==> config.mk <==
export PLATFORM = sky130hd
export DESIGN_NAME = vdo_timing_port
export DESIGN_NICKNAME = d
export VERILOG_FILES = /design/src/hw/vdo_pkg.sv /design/src/hw/vdo_timing_port.sv
export SDC_FILE = /design/constraint.sdc
export NUM_CORES = 1
export LEC_CHECK = 0
export ABC_AREA = 1
export BUFFER_PORTS_ARGS = -buffer_cell sky130_fd_sc_hd__buf_2
export CAP_MARGIN = 20
export CORE_MARGIN = 4
export CORE_UTILIZATION = 50
export DETAILED_ROUTE_END_ITERATION = 8
export PLACE_DENSITY = 0.72
export REMOVE_ABC_BUFFERS = 1
export SETUP_SLACK_MARGIN = 0.1
export SLEW_MARGIN = 25
export SYNTH_ARGS = -nofsm -noshare
export SYNTH_HDL_FRONTEND = slang
export SYNTH_SLANG_ARGS = --single-unit
==> constraint.sdc <==
create_clock -name CLOCK -period 6.4 [get_ports CLOCK]
set_clock_uncertainty 0.05 [all_clocks]
set_input_delay 0.64 -clock CLOCK [delete_from_list [all_inputs] [get_ports CLOCK]]
set_output_delay 0.64 -clock CLOCK [all_outputs]
set_load 0.05 [all_outputs]
==> src/hw/vdo_pkg.sv <==
/*
  Constants, register map and carrier types for the video output timing port.
  Assumes a single 200 MHz clock; all slower output rates are enables from a divider.
*/
// Summary of operation
// - Line sync pulse lasts 64 output clock cycles; its rise starts a line.
// - A timing control bit makes line sync width count pixels instead of clocks.
// - Field sync changes on 1x clock rise, lasts six lines, rise starts a field.
// - Each timing output polarity follows its bit in the sync polarity register.
// - Active output shows composite or horizontal-only active, chosen by timing control.
// - Active output is high over the programmed viewable region by default.
// - Qualified pixel clock rises only for valid pixels, optionally gated by active.
// - Qualified pixel clock is inverted against its source output clock.
// - In control-code mode, qualified pixel clock is held quiet during codes.
// - Video, timing and clock outputs drive from the 2x clock rise after low output enable, else float.
// - Output group select bits disable data, timing or clock pin groups.
// - Field output is high for odd fields and low for even fields.
// - Blue chroma flag is high for Cb bytes and low for Cr bytes.
// - Sixteen-bit mode uses the whole bus on 1x; eight-bit uses upper byte on 2x.
// - In control-code mode, control codes are inserted among the pixel data.
// - In eight-bit mode the low data byte serves as general purpose pins.
// - Pixel valid is asserted only on output clocks carrying a valid pixel.
// - Caption flag is pulled low while the caption FIFO holds at least eight characters.
// - A control bit disables the caption flag so it stays inactive.
// - With the default config pin high at reset, video, sync, clocks float.

package vdo_pkg;

  // Register byte offsets
  localparam logic [7:0] ADDR_TIMING_CTRL = 8'h00;
  localparam logic [7:0] ADDR_SYNC_POL = 8'h04;
  localparam logic [7:0] ADDR_OUT_FMT = 8'h08;
  localparam logic [7:0] ADDR_LINE_LEN = 8'h0c;
  localparam logic [7:0] ADDR_HACTIVE = 8'h10;
  localparam logic [7:0] ADDR_VACTIVE = 8'h14;
  localparam logic [7:0] ADDR_FIELD_LINES = 8'h18;
  localparam logic [7:0] ADDR_GPIO = 8'h1c;
  localparam logic [7:0] ADDR_CAPTION = 8'h20;
  localparam logic [7:0] ADDR_STATUS = 8'h24;

  // Field positions
  localparam int TC_HS_FMT = 0;
  localparam int TC_ACT_HONLY = 1;
  localparam int TC_QUALIFIED_PIXEL_CLOCK_GATE = 2;
  localparam int POL_LINE = 0;
  localparam int POL_FIELD_SYNC = 1;
  localparam int POL_ACTIVE = 2;
  localparam int POL_FIELD = 3;
  localparam int POL_CB = 4;
  localparam int POL_VALID = 5;
  localparam int OF_MODE8 = 0;
  localparam int OF_CODES = 1;
  localparam int OF_OES_DATA = 2;
  localparam int OF_OES_TIMING = 3;
  localparam int OF_OES_CLOCK = 4;
  localparam int OF_RELEASE = 5;

  // Reset values
  localparam logic [2:0] TIMING_CTRL_RST = 3'h0;
  localparam logic [5:0] SYNC_POL_RST = 6'h00;
  localparam logic [4:0] OUT_FMT_RST = 5'h00;
  localparam logic [11:0] LINE_LEN_RST = 12'h320;
  localparam logic [11:0] HSTART_RST = 12'h080;
  localparam logic [11:0] HSTOP_RST = 12'h300;
  localparam logic [9:0] VSTART_RST = 10'h014;
  localparam logic [9:0] VSTOP_RST = 10'h100;
  localparam logic [9:0] FIELD_LINES_RST = 10'h106;

  // Timing counts
  localparam logic [1:0] CLK2X_HALF_CYC = 2'h2;
  localparam logic [1:0] DIV_LAST = CLK2X_HALF_CYC - 2'h1;
  localparam int CYC_PER_1X = 4 * int'(CLK2X_HALF_CYC);
  localparam logic [6:0] LINE_SYNC_WIDTH = 7'h40;
  localparam int LINE_SYNC_CYC = int'(LINE_SYNC_WIDTH) * CYC_PER_1X;
  localparam logic [9:0] FIELD_SYNC_LINES = 10'h006;
  localparam logic [4:0] CAPTION_HALF_LEVEL = 5'h08;
  localparam logic [7:0] CODE_PREFIX = 8'hff;

  // What the data bus carries
  typedef enum logic [1:0] {BUS_IDLE, BUS_CODE, BUS_PIXEL} vdo_bus_e;

  // Pixel from the scaler
  typedef struct packed {
    logic valid;
    logic [7:0] y;
    logic [7:0] c;
    logic is_cb;
  } vdo_pix_s;

  // Timing and clock pins
  typedef struct packed {
    logic line_sync;
    logic field_sync;
    logic active;
    logic field;
    logic blue_chroma;
    logic pixel_valid;
    logic qualified_pixel_clock;
    logic clk1x;
    logic clk2x;
  } vdo_pins_s;

endpackage : vdo_pkg

==> src/hw/vdo_timing_port.sv <==
/*
  Output timing port of a video decoder: syncs, active, field, chroma flag,
  pixel valid, qualified clock, pixel bus with control codes, GPIO and caption flag.
  Assumes an AHB-Lite master, a scaler delivering pixels on the same clock, and
  external pins resolved from the output enables by the surrounding pad logic.
*/
// Register access over AHB-Lite and the placing of the registers are this design's own decisions.
`timescale 1ns/1ps
`default_nettype none

module vdo_timing_port
  import vdo_pkg::*;
(
  input wire logic CLOCK,
  input wire logic RST,
  input wire logic HSEL,
  input wire logic [31:0] HADDR,
  input wire logic [1:0] HTRANS,
  input wire logic HWRITE,
  input wire logic [2:0] HSIZE,
  input wire logic [31:0] HWDATA,
  input wire logic HREADY,
  output logic [31:0] HRDATA,
  output logic HREADYOUT,
  output logic HRESP,
  input wire vdo_pix_s PIX_IN,
  output logic PIX_TAKE,
  input wire logic [4:0] CC_LEVEL,
  input wire logic OE_N_PIN,
  input wire logic DEFAULT_CONFIG_PIN,
  input wire logic [7:0] VD_IN,
  output logic [15:0] VD_OUT,
  output logic [15:0] VD_OE,
  output vdo_pins_s TIMING_OUT,
  output logic TIMING_OE,
  output logic CLOCK_OE,
  output logic CAPTION_OUT,
  output logic CAPTION_OE
);

  // ********************************
  // Declarations
  // ********************************
  logic [2:0] tc_q;
  logic [5:0] pol_q;
  logic [4:0] of_q;
  logic [11:0] line_len_q, hstart_q, hstop_q, h_q;
  logic [9:0] vstart_q, vstop_q, field_lines_q, v_q;
  logic [7:0] gpio_out_q, gpio_oe_q, gpio_in_q;
  logic cc_dis_q;
  logic wr_pend_q;
  logic [7:0] addr_q;
  logic [31:0] hrdata_q, rd_data;
  logic [1:0] div_q;
  logic clk2x_q, clk1x_q, rise2x, rise1x, rise2x_hi;
  logic oe_s1, oe_s2, oe_s3, oe_low_q;
  logic st_s1, st_s2, st_s3, strap_level_q, strap_tri_q;
  logic [7:0] gp_s1, gp_s2, gp_s3;
  logic out_en_q;
  logic line_wrap, field_wrap, h_act, v_act, act_raw, field_odd_q;
  logic hs_q, hs_step, vs_q, act_q;
  logic [6:0] hs_cnt_q;
  vdo_bus_e bus_q;
  vdo_pix_s pix_q;
  logic [15:0] vd_q;
  logic valid_q, cb_q, qual_q, qualified_pixel_clock_raw;
  logic [7:0] code_stat;
  logic mode8, codes_en;

  assign mode8 = of_q[OF_MODE8];
  assign codes_en = of_q[OF_CODES];

  // ********************************
  // AHB-Lite register slave
  // ********************************
  // Zero wait state, always OKAY
  assign HREADYOUT = 1'b1;
  assign HRESP = 1'b0;
  assign HRDATA = hrdata_q;

  // Read decode from the address phase
  always_comb
  begin
    rd_data = 32'h0;
    unique case (HADDR[7:0])
      ADDR_TIMING_CTRL: rd_data = {29'h0, tc_q};
      ADDR_SYNC_POL: rd_data = {26'h0, pol_q};
      ADDR_OUT_FMT: rd_data = {26'h0, strap_tri_q, of_q};
      ADDR_LINE_LEN: rd_data = {20'h0, line_len_q};
      ADDR_HACTIVE: rd_data = {4'h0, hstop_q, 4'h0, hstart_q};
      ADDR_VACTIVE: rd_data = {6'h0, vstop_q, 6'h0, vstart_q};
      ADDR_FIELD_LINES: rd_data = {22'h0, field_lines_q};
      ADDR_GPIO: rd_data = {8'h0, gpio_in_q, gpio_oe_q, gpio_out_q};
      ADDR_CAPTION: rd_data = {31'h0, cc_dis_q};
      ADDR_STATUS: rd_data = {13'h0, strap_tri_q, out_en_q, field_odd_q, 6'h0, v_q};
      default: rd_data = 32'h0;
    endcase
  end

  // Address phase capture and read data
  always_ff @(posedge CLOCK)
  begin
    if (RST)
    begin
      wr_pend_q <= 1'b0;
      addr_q <= 8'h0;
      hrdata_q <= 32'h0;
    end
    else if (HREADY)
    begin
      wr_pend_q <= HSEL && HTRANS[1] && HWRITE && (HSIZE == 3'h2);
      addr_q <= HADDR[7:0];
      if (HSEL && HTRANS[1] && !HWRITE)
        hrdata_q <= rd_data;
    end
  end

  // Register writes in the data phase
  always_ff @(posedge CLOCK)
  begin
    if (RST)
    begin
      tc_q <= TIMING_CTRL_RST;
      pol_q <= SYNC_POL_RST;
      of_q <= OUT_FMT_RST;
      line_len_q <= LINE_LEN_RST;
      hstart_q <= HSTART_RST;
      hstop_q <= HSTOP_RST;
      vstart_q <= VSTART_RST;
      vstop_q <= VSTOP_RST;
      field_lines_q <= FIELD_LINES_RST;
      gpio_out_q <= 8'h0;
      gpio_oe_q <= 8'h0;
      cc_dis_q <= 1'b0;
    end
    else if (wr_pend_q)
    begin
      unique case (addr_q)
        ADDR_TIMING_CTRL: tc_q <= HWDATA[2:0];
        ADDR_SYNC_POL: pol_q <= HWDATA[5:0];
        ADDR_OUT_FMT: of_q <= HWDATA[4:0];
        ADDR_LINE_LEN: line_len_q <= HWDATA[11:0];
        ADDR_HACTIVE:
        begin
          hstart_q <= HWDATA[11:0];
          hstop_q <= HWDATA[27:16];
        end
        ADDR_VACTIVE:
        begin
          vstart_q <= HWDATA[9:0];
          vstop_q <= HWDATA[25:16];
        end
        ADDR_FIELD_LINES: field_lines_q <= HWDATA[9:0];
        ADDR_GPIO:
        begin
          gpio_out_q <= HWDATA[7:0];
          gpio_oe_q <= HWDATA[15:8];
        end
        ADDR_CAPTION: cc_dis_q <= HWDATA[0];
        default: ;
      endcase
    end
  end

  // ********************************
  // Pin synchronisers and straps
  // ********************************
  // Three stages; a change counts once stages two and three agree
  always_ff @(posedge CLOCK)
  begin
    oe_s1 <= OE_N_PIN;
    oe_s2 <= oe_s1;
    oe_s3 <= oe_s2;
    st_s1 <= DEFAULT_CONFIG_PIN;
    st_s2 <= st_s1;
    st_s3 <= st_s2;
    gp_s1 <= VD_IN;
    gp_s2 <= gp_s1;
    gp_s3 <= gp_s2;
    if (oe_s2 == oe_s3)
      oe_low_q <= !oe_s3;
    if (st_s2 == st_s3)
      strap_level_q <= st_s3;
    gpio_in_q <= (gp_s2 & gp_s3) | (gpio_in_q & (gp_s2 ^ gp_s3));
  end

  // Strap caught while reset is held; software release clears it
  always_ff @(posedge CLOCK)
  begin
    if (RST)
      strap_tri_q <= strap_level_q;
    else if (wr_pend_q && addr_q == ADDR_OUT_FMT && HWDATA[OF_RELEASE])
      strap_tri_q <= 1'b0;
  end

  // Drive starts on a 2x rise after enable; release is immediate
  always_ff @(posedge CLOCK)
  begin
    if (RST || !oe_low_q || strap_tri_q)
      out_en_q <= 1'b0;
    else if (rise2x)
      out_en_q <= 1'b1;
  end

  // ********************************
  // Output clock divider
  // ********************************
  assign rise2x = (div_q == DIV_LAST) && !clk2x_q;
  assign rise1x = rise2x && !clk1x_q;
  assign rise2x_hi = rise2x && clk1x_q;
  assign PIX_TAKE = rise1x;

  // 2x and 1x clock levels
  always_ff @(posedge CLOCK)
  begin
    if (RST)
    begin
      div_q <= 2'h0;
      clk2x_q <= 1'b0;
      clk1x_q <= 1'b0;
    end
    else if (div_q == DIV_LAST)
    begin
      div_q <= 2'h0;
      clk2x_q <= !clk2x_q;
      if (rise2x)
        clk1x_q <= !clk1x_q;
    end
    else
      div_q <= div_q + 2'h1;
  end

  // ********************************
  // Raster counters and timing signals
  // ********************************
  assign line_wrap = (h_q == line_len_q - 12'h1);
  assign field_wrap = line_wrap && (v_q == field_lines_q - 10'h1);
  assign h_act = (h_q >= hstart_q) && (h_q < hstop_q);
  assign v_act = (v_q >= vstart_q) && (v_q < vstop_q);
  assign act_raw = tc_q[TC_ACT_HONLY] ? h_act : (h_act && v_act);
  assign code_stat = {1'b1, field_odd_q, !v_act, h_q == hstop_q, 4'h0};

  // Horizontal, vertical and field state on the 1x rise
  always_ff @(posedge CLOCK)
  begin
    if (RST)
    begin
      h_q <= 12'h0;
      v_q <= 10'h0;
      field_odd_q <= 1'b1;
      vs_q <= 1'b0;
      act_q <= 1'b0;
    end
    else if (rise1x)
    begin
      h_q <= line_wrap ? 12'h0 : h_q + 12'h1;
      if (field_wrap)
      begin
        v_q <= 10'h0;
        field_odd_q <= !field_odd_q;
      end
      else if (line_wrap)
        v_q <= v_q + 10'h1;
      vs_q <= (v_q < FIELD_SYNC_LINES);
      act_q <= act_raw;
    end
  end

  // Line sync: counts 1x clocks or valid pixels
  assign hs_step = tc_q[TC_HS_FMT] ? (rise1x && PIX_IN.valid) : rise1x;

  always_ff @(posedge CLOCK)
  begin
    if (RST)
    begin
      hs_q <= 1'b0;
      hs_cnt_q <= 7'h0;
    end
    else if (rise1x && line_wrap)
    begin
      hs_q <= 1'b1;
      hs_cnt_q <= 7'h1;
    end
    else if (hs_q && hs_step)
    begin
      if (hs_cnt_q == LINE_SYNC_WIDTH)
        hs_q <= 1'b0;
      else
        hs_cnt_q <= hs_cnt_q + 7'h1;
    end
  end

  // ********************************
  // Pixel bus, codes and qualifiers
  // ********************************
  // Word or first byte on the 1x rise, second byte on the next 2x rise
  always_ff @(posedge CLOCK)
  begin
    if (RST)
    begin
      bus_q <= BUS_IDLE;
      pix_q <= '0;
      vd_q <= 16'h0;
      valid_q <= 1'b0;
      cb_q <= 1'b0;
      qual_q <= 1'b0;
    end
    else if (rise1x)
    begin
      pix_q <= PIX_IN;
      if (codes_en && (h_q == hstart_q || h_q == hstop_q))
      begin
        bus_q <= BUS_CODE;
        vd_q <= {CODE_PREFIX, code_stat}; // Status held for the second byte
        valid_q <= 1'b0;
        qual_q <= 1'b0;
      end
      else
      begin
        bus_q <= PIX_IN.valid ? BUS_PIXEL : BUS_IDLE;
        vd_q <= mode8 ? {PIX_IN.c, 8'h0} : {PIX_IN.y, PIX_IN.c};
        valid_q <= PIX_IN.valid;
        qual_q <= PIX_IN.valid && (!tc_q[TC_QUALIFIED_PIXEL_CLOCK_GATE] || act_raw);
      end
      cb_q <= PIX_IN.is_cb;
    end
    else if (rise2x_hi && mode8)
    begin
      unique case (bus_q)
        BUS_CODE: vd_q[15:8] <= vd_q[7:0];
        BUS_PIXEL: vd_q[15:8] <= pix_q.y;
        BUS_IDLE: vd_q[15:8] <= 8'h0;
      endcase
    end
  end

  // Inverted source clock, gated by the qualifier
  assign qualified_pixel_clock_raw = qual_q && !(mode8 ? clk2x_q : clk1x_q);

  // ********************************
  // Pin drive
  // ********************************
  // Polarity applied per timing output
  always_comb
  begin
    TIMING_OUT.line_sync = hs_q ^ pol_q[POL_LINE];
    TIMING_OUT.field_sync = vs_q ^ pol_q[POL_FIELD_SYNC];
    TIMING_OUT.active = act_q ^ pol_q[POL_ACTIVE];
    TIMING_OUT.field = field_odd_q ^ pol_q[POL_FIELD];
    TIMING_OUT.blue_chroma = cb_q ^ pol_q[POL_CB];
    TIMING_OUT.pixel_valid = valid_q ^ pol_q[POL_VALID];
    TIMING_OUT.qualified_pixel_clock = qualified_pixel_clock_raw;
    TIMING_OUT.clk1x = clk1x_q;
    TIMING_OUT.clk2x = clk2x_q;
  end

  // Group enables; low byte becomes GPIO in eight-bit mode
  assign TIMING_OE = out_en_q && !of_q[OF_OES_TIMING];
  assign CLOCK_OE = out_en_q && !of_q[OF_OES_CLOCK];
  assign VD_OE[15:8] = {8{out_en_q && !of_q[OF_OES_DATA]}};
  assign VD_OE[7:0] = mode8 ? gpio_oe_q : {8{out_en_q && !of_q[OF_OES_DATA]}};
  assign VD_OUT = {vd_q[15:8], mode8 ? gpio_out_q : vd_q[7:0]};

  // Open-drain caption flag
  assign CAPTION_OUT = 1'b0;
  assign CAPTION_OE = (CC_LEVEL >= CAPTION_HALF_LEVEL) && !cc_dis_q;

  // ********************************
  // Assertions
  // ********************************
  logic [9:0] hs_cyc_q;

  // Cycles spent in the line sync pulse
  always_ff @(posedge CLOCK)
  begin
    if (RST || !hs_q)
      hs_cyc_q <= 10'h0;
    else
      hs_cyc_q <= hs_cyc_q + 10'h1;
  end
endmodule : vdo_timing_port

`default_nettype wire

# Word level (Yosys, flattened, before mapping)
# Cells that the tools add are included.
[word_totals]
regBits = 246
inputBits = 107
out_inout_bits = 80
wordCells = 192
[op_classes]
addsub = 6
n_lt_le_gt_ge = 6
eq_ne = 29
muxes = 26
bitwise = 11
reduce_logical = 67
[op_table]
columns = ["op", "count"]
rows = [
  ["$pmux W28 S10", 1],
  ["$eq A8 B5 Y1 const B", 8],
  ["$eq A12 B12 Y1", 3],
  ["$eq A8 B4 Y1 const B", 4],
  ["$mux W16", 2],
  ["$mux W8", 4],
  ["$reduce_and A2 Y1", 16],
  ["$eq A8 B6 Y1 const B", 3],
  ["$logic_and A1 B1 Y1", 24],
  ["$pmux W8 S3", 1],
  ["$mux W10", 2],
  ["$and A8 B8 Y8", 2],
  ["$eq A8 B3 Y1 const B", 2],
  ["$logic_not A8 Y1", 2],
  ["$logic_not A1 Y1", 13],
  ["$mux W1", 13],
  ["$add A12 B1 Y12 const B", 1],
  ["$ge A12 B12 Y1", 1],
  ["$lt A12 B12 Y1", 1],
  ["$mux W12", 1],
  ["$sub A12 B1 Y12 const B", 1],
  ["$add A10 B1 Y10 const B", 1],
  ["$eq A10 B10 Y1", 1],
  ["$ge A10 B10 Y1", 1],
  ["21 further kinds", 37],
]

# Longest topological paths before layout
[logic_depth]
ltp_word = 8
depth_mapped = 15
mapped_depth_nobuf = 15

# Worst setup path before layout
# OpenSTA, ideal clock, no wires.
[synth_timing]
path_type = "register to output"
from = "reg out_en_q"
to = "out VD_OE[0]"
t_arrival_ps = 2208
required_ps = 5710
setup_slack_ps = 3502
path_stages_with_launch = 5
path_buffers = 0
path_cell_list = "dfxtp_1 > inv_1 > nor2_1 > nand2_1 > o21ai_0"
[synth_between]
elab_chain_len = 2
[synth_lines]
columns = ["element", "line", "rtl"]
rows = [
  ["start, declared", "vdo_timing_port.sv:59", "logic out_en_q;"],
  ["start signal, assigned", "vdo_timing_port.sv:200", "out_en_q <= 1'b0;"],
  ["start signal, assigned", "vdo_timing_port.sv:202", "out_en_q <= 1'b1;"],
  ["$logic_and A1 B1 Y1", "-", ""],
  ["named net VD_OE[8]", "vdo_timing_port.sv:33", "output logic [15:0] VD_OE,"],
  ["$mux W8", "vdo_timing_port.sv:361", "assign VD_OE[7:0] = mode8 ? gpio_oe_q : {8{out_en_q && !of_q[OF_OES_DATA]}};"],
  ["end, declared", "vdo_timing_port.sv:33", ""],
]
# The timed path passes the listed nets, and every way through them passes these cells.

# Worst setup path in the final report
[layout_timing]
from = "reg of_q[0]"
to = "out VD_OE[0]"
[layout_between]
elab_chain_len = 1
[layout_lines]
columns = ["element", "line", "rtl"]
rows = [
  ["start, declared", "vdo_timing_port.sv:46", "logic [4:0] of_q;"],
  ["start signal, assigned", "vdo_timing_port.sv:141", "ADDR_OUT_FMT: of_q <= HWDATA[4:0];"],
  ["$mux W8", "vdo_timing_port.sv:361", ""],
]
# Every way passes these cells.

==> results.md <==
Run status:
- The flow ran to the end, and the final reports show no timing, DRC or antenna violations.

Layout:
- The utilization after layout is 58.6%.
- The area taken by multi-input logic gates is approximately 0.0061 mm2.
- The non-filler instance count after layout is 2138.
- For this run, the post-layout net count is 1962.
- The layout overhead on the synthesized area is 14.4%.
- The finished cells cover 0.0139 mm2.
- The layout has ~2300 filler cells.
- The fraction of layout instances using a drive strength above 1 is around 14%.
- In the final layout, flip-flops and latches occupy 0.00485 mm2.

Yosys:
- The post-synthesis cell type with the largest combined area is dfxtp_1.
- For this run, the register share of the synthesized area comes to around two fifths.
- The number of different library cells in the post-synthesis netlist is 46.
- The Yosys step of the flow raised 0 warnings.
- In this run the mean area of a mapped cell was between 7 and 8 um2.
- Ranked by total cell area, the synthesized netlist is headed by dfxtp_1 39%, nand2_1 11%, a21oi_1 6.6%, o21ai_0 6.4%, ha_1 6.0%.
- In the synthesized netlist, the number of instances is roughly 1700.
- The count of state elements after synthesis is 241.
- The share of Yosys cell area claimed by the top area cell type is 39.3%.
- The mapped cell area is between 0.01 and 0.015 mm2.

Worst setup path:
- The worst reg2reg path endpoint is gpio_out_q[2].
- In this run the register-to-register setup slack is ~3700 ps.
- The launching element type of the critical path is a register.
- The cell type group with the largest total delay on the critical path is buffers and inverters.
- In this run the critical register-to-register path is launched from addr_q[6].
- By startpoint and endpoint, the worst setup path is classified as register to primary output.
- The worst endpoint required time is 5710 ps.
- Counting both buffers and inverters, the worst setup path holds a total of 2.
- On the worst path, the slowest cell contributes a delay of 760 ps.
- The slowest cell on the critical path is clkinv_1.
- The kind of capture point of the worst setup path is a primary output.
- The number of cells on the worst reg-to-reg path is 6.
- For the worst setup path, the data arrival time is 2870 ps.
- Along the worst path, the maximum fanout reaches 28.
- The startpoint of the most critical setup path is of_q[0].
- Walking the worst path, the cells encountered are clkinv_1 > nand2_1 > o21ai_0 > buf_2.

Clocking:
- The clock tree from TritonCTS is done.
- CTS built an H-tree with a depth of 1.
- In this run, post-CTS repair resized a total of 0 instances.
- Clock tree synthesis selected as its root buffer the cell clkbuf_16.
- After clock tree synthesis, the clock-pin slew on the worst setup and hold paths is about 70 ps.
- The total number of clock tree sinks is between 200 and 250.
- The number of CTS-inserted buffers is 27.
- The clock latency at the later pin of the worst-skew pair is 550 ps.
- The clock tree buffer depth is 3.
- In this run the post-CTS setup repair buffer count came out at 0.
- The number of buffers inserted by hold repair at cts is 0.

Placed design:
- The total half-perimeter wirelength after legalization and detailed placement is approximately 27 mm.
- The number of port buffers is ~150.
- Counting tap cells, the placed design contains a total of roughly 2100 instances.
- Routability-driven placement finished with a final weighted congestion of 0.984.
- At the placement stage, the worst setup path has a slack of about 3300 ps.
- The placed standard-cell area is 0.0129 mm2.

Die:
- The die is 164 um wide.
- The I/O pin total is roughly 190.
- The die covers 0.0268 mm2.
- The initial standard-cell utilization of the core is between 50% and 60%.
- The die boundary height is ~160 um.
- In this run the core area contains 56 standard-cell rows.
- The core area is ~0.024 mm2.

STA:
- The number of endpoints with negative hold slack in the final report is 0.
- The routed design could run at a clock period as short as between 3000 and 4000 ps.
- The ratio of final minimum period to clock period is between 50% and 60%.
- Setup violations remaining at the end of the flow were counted as 0.
- The final critical-path setup slack is approximately 2800 ps.
- In this run the tightest slew margin relative to its limit is between 30% and 40%.
- The top achievable clock speed is between 200 and 300 MHz.
- The slew at the pin with the worst max-slew slack is just under 1000 ps.
- Setup repair after global routing left no endpoint under its margin.
- The number of pins exceeding their max-slew limit in the final report came to 0.

Global route:
- The number of global-route vias before repair came to 11010.
- The number of antenna violations at the first check in global routing came to 1.
- Global routing used between 20 and 30% of the available tracks across all layers.
- The total overflow reported by the global router is 0.
- The first global-routing pass estimated a little under 60 mm of wire.
- The maximum number of pins on one net before global-route repair is 77.

Power:
- The net switching power is a little under 1 mW.
- Summed over all cells, the static leakage comes to 6.17 nW.
- The internal portion of the total power is roughly 2.6 mW.
- The part of the power in registers is around 44%.
- The peak supply drop is about 0.31 mV.
- In this run switching power makes up roughly 27% of total power.
- The part of the power in combinational logic is 9.7%.
- Power spread over the standard cell area amounts to 259 mW/mm2.
- The proportion of power drawn by the clock network is between 40% and 50%.

Drt:
- The detailed route wirelength on metal2 is ~17 mm.
- The detailed router put a total of between 15 and 20 mm of wire on met1.
- For this block, the initial DRC count from the detailed router was 1279.
- Summed over all layers, the routed wires come to roughly 37 mm.
- The detailed-routing iteration count for the pre-antenna-repair pass is 8.
- In the routed design, unresolved DRC markers number 0.
- In the detailed route, the total length drawn on met3 is around 3.3 mm.
- Dividing the detail-routed wire length by the instance count gives 17.4 um.
- The highest metal layer carrying signal wires in the routed design is met4.
- The routed via count is roughly 12000.
- The number of routed nets with antenna violations is 0.
- In the routed layout, each cell is associated on average with a via count of 5.50.

Worst hold path:
- The worst hold-check path type is input pin to register.
- The origin of the worst min-delay path is VD_IN[2].
- The worst hold path terminates at gp_s1[2].
- The cell depth of the worst hold path is 1.

Run:
- Max-cap violations in this run came to 0.
[cell families after synthesis]
logic type | after synthesis | synth area share [%]
other | 2 | 0.0619
buffers and inverters | 276 | 9.53
AO/OA/AOI/OAI | 403 | 18.1
flip-flops | 241 | 40.0
XOR/XNOR | 28 | 2.02
adder cells (fa/ha/maj) | 58 | 5.98
AND/OR/NAND/NOR | 684 | 24.3
[metrics by stage]
step	hold WS (ps)	setup TNS, ps	power [mW]
final	137	0	3.60
after global routing	119	0	3.72
after CTS	117	0	3.62
after detailed placement	262	0	1.96
after global placement	260	0	1.95
after floorplan	260	-10720	1.84
[synth_stat cells, drive strengths merged]
| cell type | n |
|---|---|
| xnor2 | 6 |
| clkinv | 3 |
| nand3b | 2 |
| buf | 36 |
| o211ai | 16 |
| dfxtp | 238 |
| o21a | 1 |
| a211oi | 3 |
| nor4 | 5 |
| nor3b | 7 |
| a31oi | 17 |
| o22ai | 24 |
| nand2 | 374 |
| or2 | 4 |
| o31ai | 4 |
| nand4 | 30 |
| and2 | 2 |
| xor2 | 22 |
| o221ai | 8 |
| a21o | 8 |
| nor2 | 161 |
| clkbuf | 46 |
| nor3 | 23 |
| ha | 58 |
| conb | 2 |
| nand3 | 76 |
| a21oi | 164 |
| o21ai | 157 |
| edfxtp | 3 |
| o21bai | 1 |
| inv | 191 |
[sequential cells by signal, indices dropped and copies added, names as in the netlist, 7 cells and up]
| register | flops |
|---|---|
| addr_q | 8 |
| gp_s1 | 8 |
| hstart_q | 12 |
| HRDATA | 28 |
| pix_q | 8 |
| hs_cnt_q | 7 |
| line_len_q | 12 |
| v_q | 10 |
| gpio_oe_q | 8 |
| hstop_q | 12 |
| gpio_out_q | 8 |
| vstart_q | 10 |
| gpio_in_q | 8 |
| gp_s3 | 8 |
| vd_q | 16 |
| gp_s2 | 8 |
| field_lines_q | 10 |
| h_q | 12 |
| vstop_q | 10 |
[placed cells by master (no fill, tap or decap), drive strengths merged]
| master | synthesis | layout |
|---|---|---|
| buf | 36 | 153 |
| a21oi | 164 | 164 |
| nor3b | 7 | 7 |
| nor3 | 23 | 23 |
| nand3 | 76 | 76 |
| dfxtp | 238 | 238 |
| a31oi | 17 | 17 |
| clkbuf | 46 | 31 |
| conb | 2 | 7 |
| o21ai | 157 | 157 |
| bufinv | 0 | 4 |
| o211ai | 16 | 16 |
| nor2 | 161 | 161 |
| and2 | 2 | 2 |
| nand4 | 30 | 30 |
| o221ai | 8 | 8 |
| o31ai | 4 | 4 |
| or2 | 4 | 4 |
| ha | 58 | 58 |
| diode | 0 | 1 |
| xor2 | 22 | 22 |
| edfxtp | 3 | 3 |
| o21a | 1 | 1 |
| inv | 191 | 194 |
| clkinvlp | 0 | 5 |
| nand3b | 2 | 2 |
| a211oi | 3 | 3 |
| nor4 | 5 | 5 |
| o21bai | 1 | 1 |
| xnor2 | 6 | 6 |
| nand2 | 374 | 374 |
| clkinv | 3 | 10 |
| a21o | 8 | 8 |
| o22ai | 24 | 24 |
[worst max-delay path by stage]
| stage | end | depth (start not counted) |
|---|---|---|
| after floorplan | VD_OE[0] | 4 |
| after global placement | HRDATA[0] | 12 |
| after detailed placement | HRDATA[0] | 12 |
| after CTS | VD_OE[0] | 4 |
| after global routing | VD_OE[1] | 4 |
| final | VD_OE[0] | 4 |
[power groups by stage]
stage	Clock [mW]	Combinational (mW)	Sequential [mW]
6_report	1.67	0.351	1.58
5_1_grt	1.75	0.380	1.59
4_1_cts	1.69	0.349	1.58
3_5_place_dp	0	0.347	1.61
3_3_place_gp	0	0.342	1.61
2_1_floorplan	0	0.196	1.64
[final cells by class]
type                       instances  share of cell area (%)
inverter                         194                    5.25
timing repair buffer             153                    5.63
clock inverter                    19                    1.71
sequential                       241                    35.0
antenna                            1                  0.0180
clock buffer                      31                    5.26
tap                              319                    2.88
multi-input combinational       1180                    44.3
[per-layer routing]
metal | up-vias | GRT usage (%)
met4 | 0 | 11.5
met3 | 102 | 5.52
li1 | 5791 | -
met2 | 505 | 43.2
met5 | - | 0
met1 | 5371 | 36.2
Power figures use the tool's default switching activity.
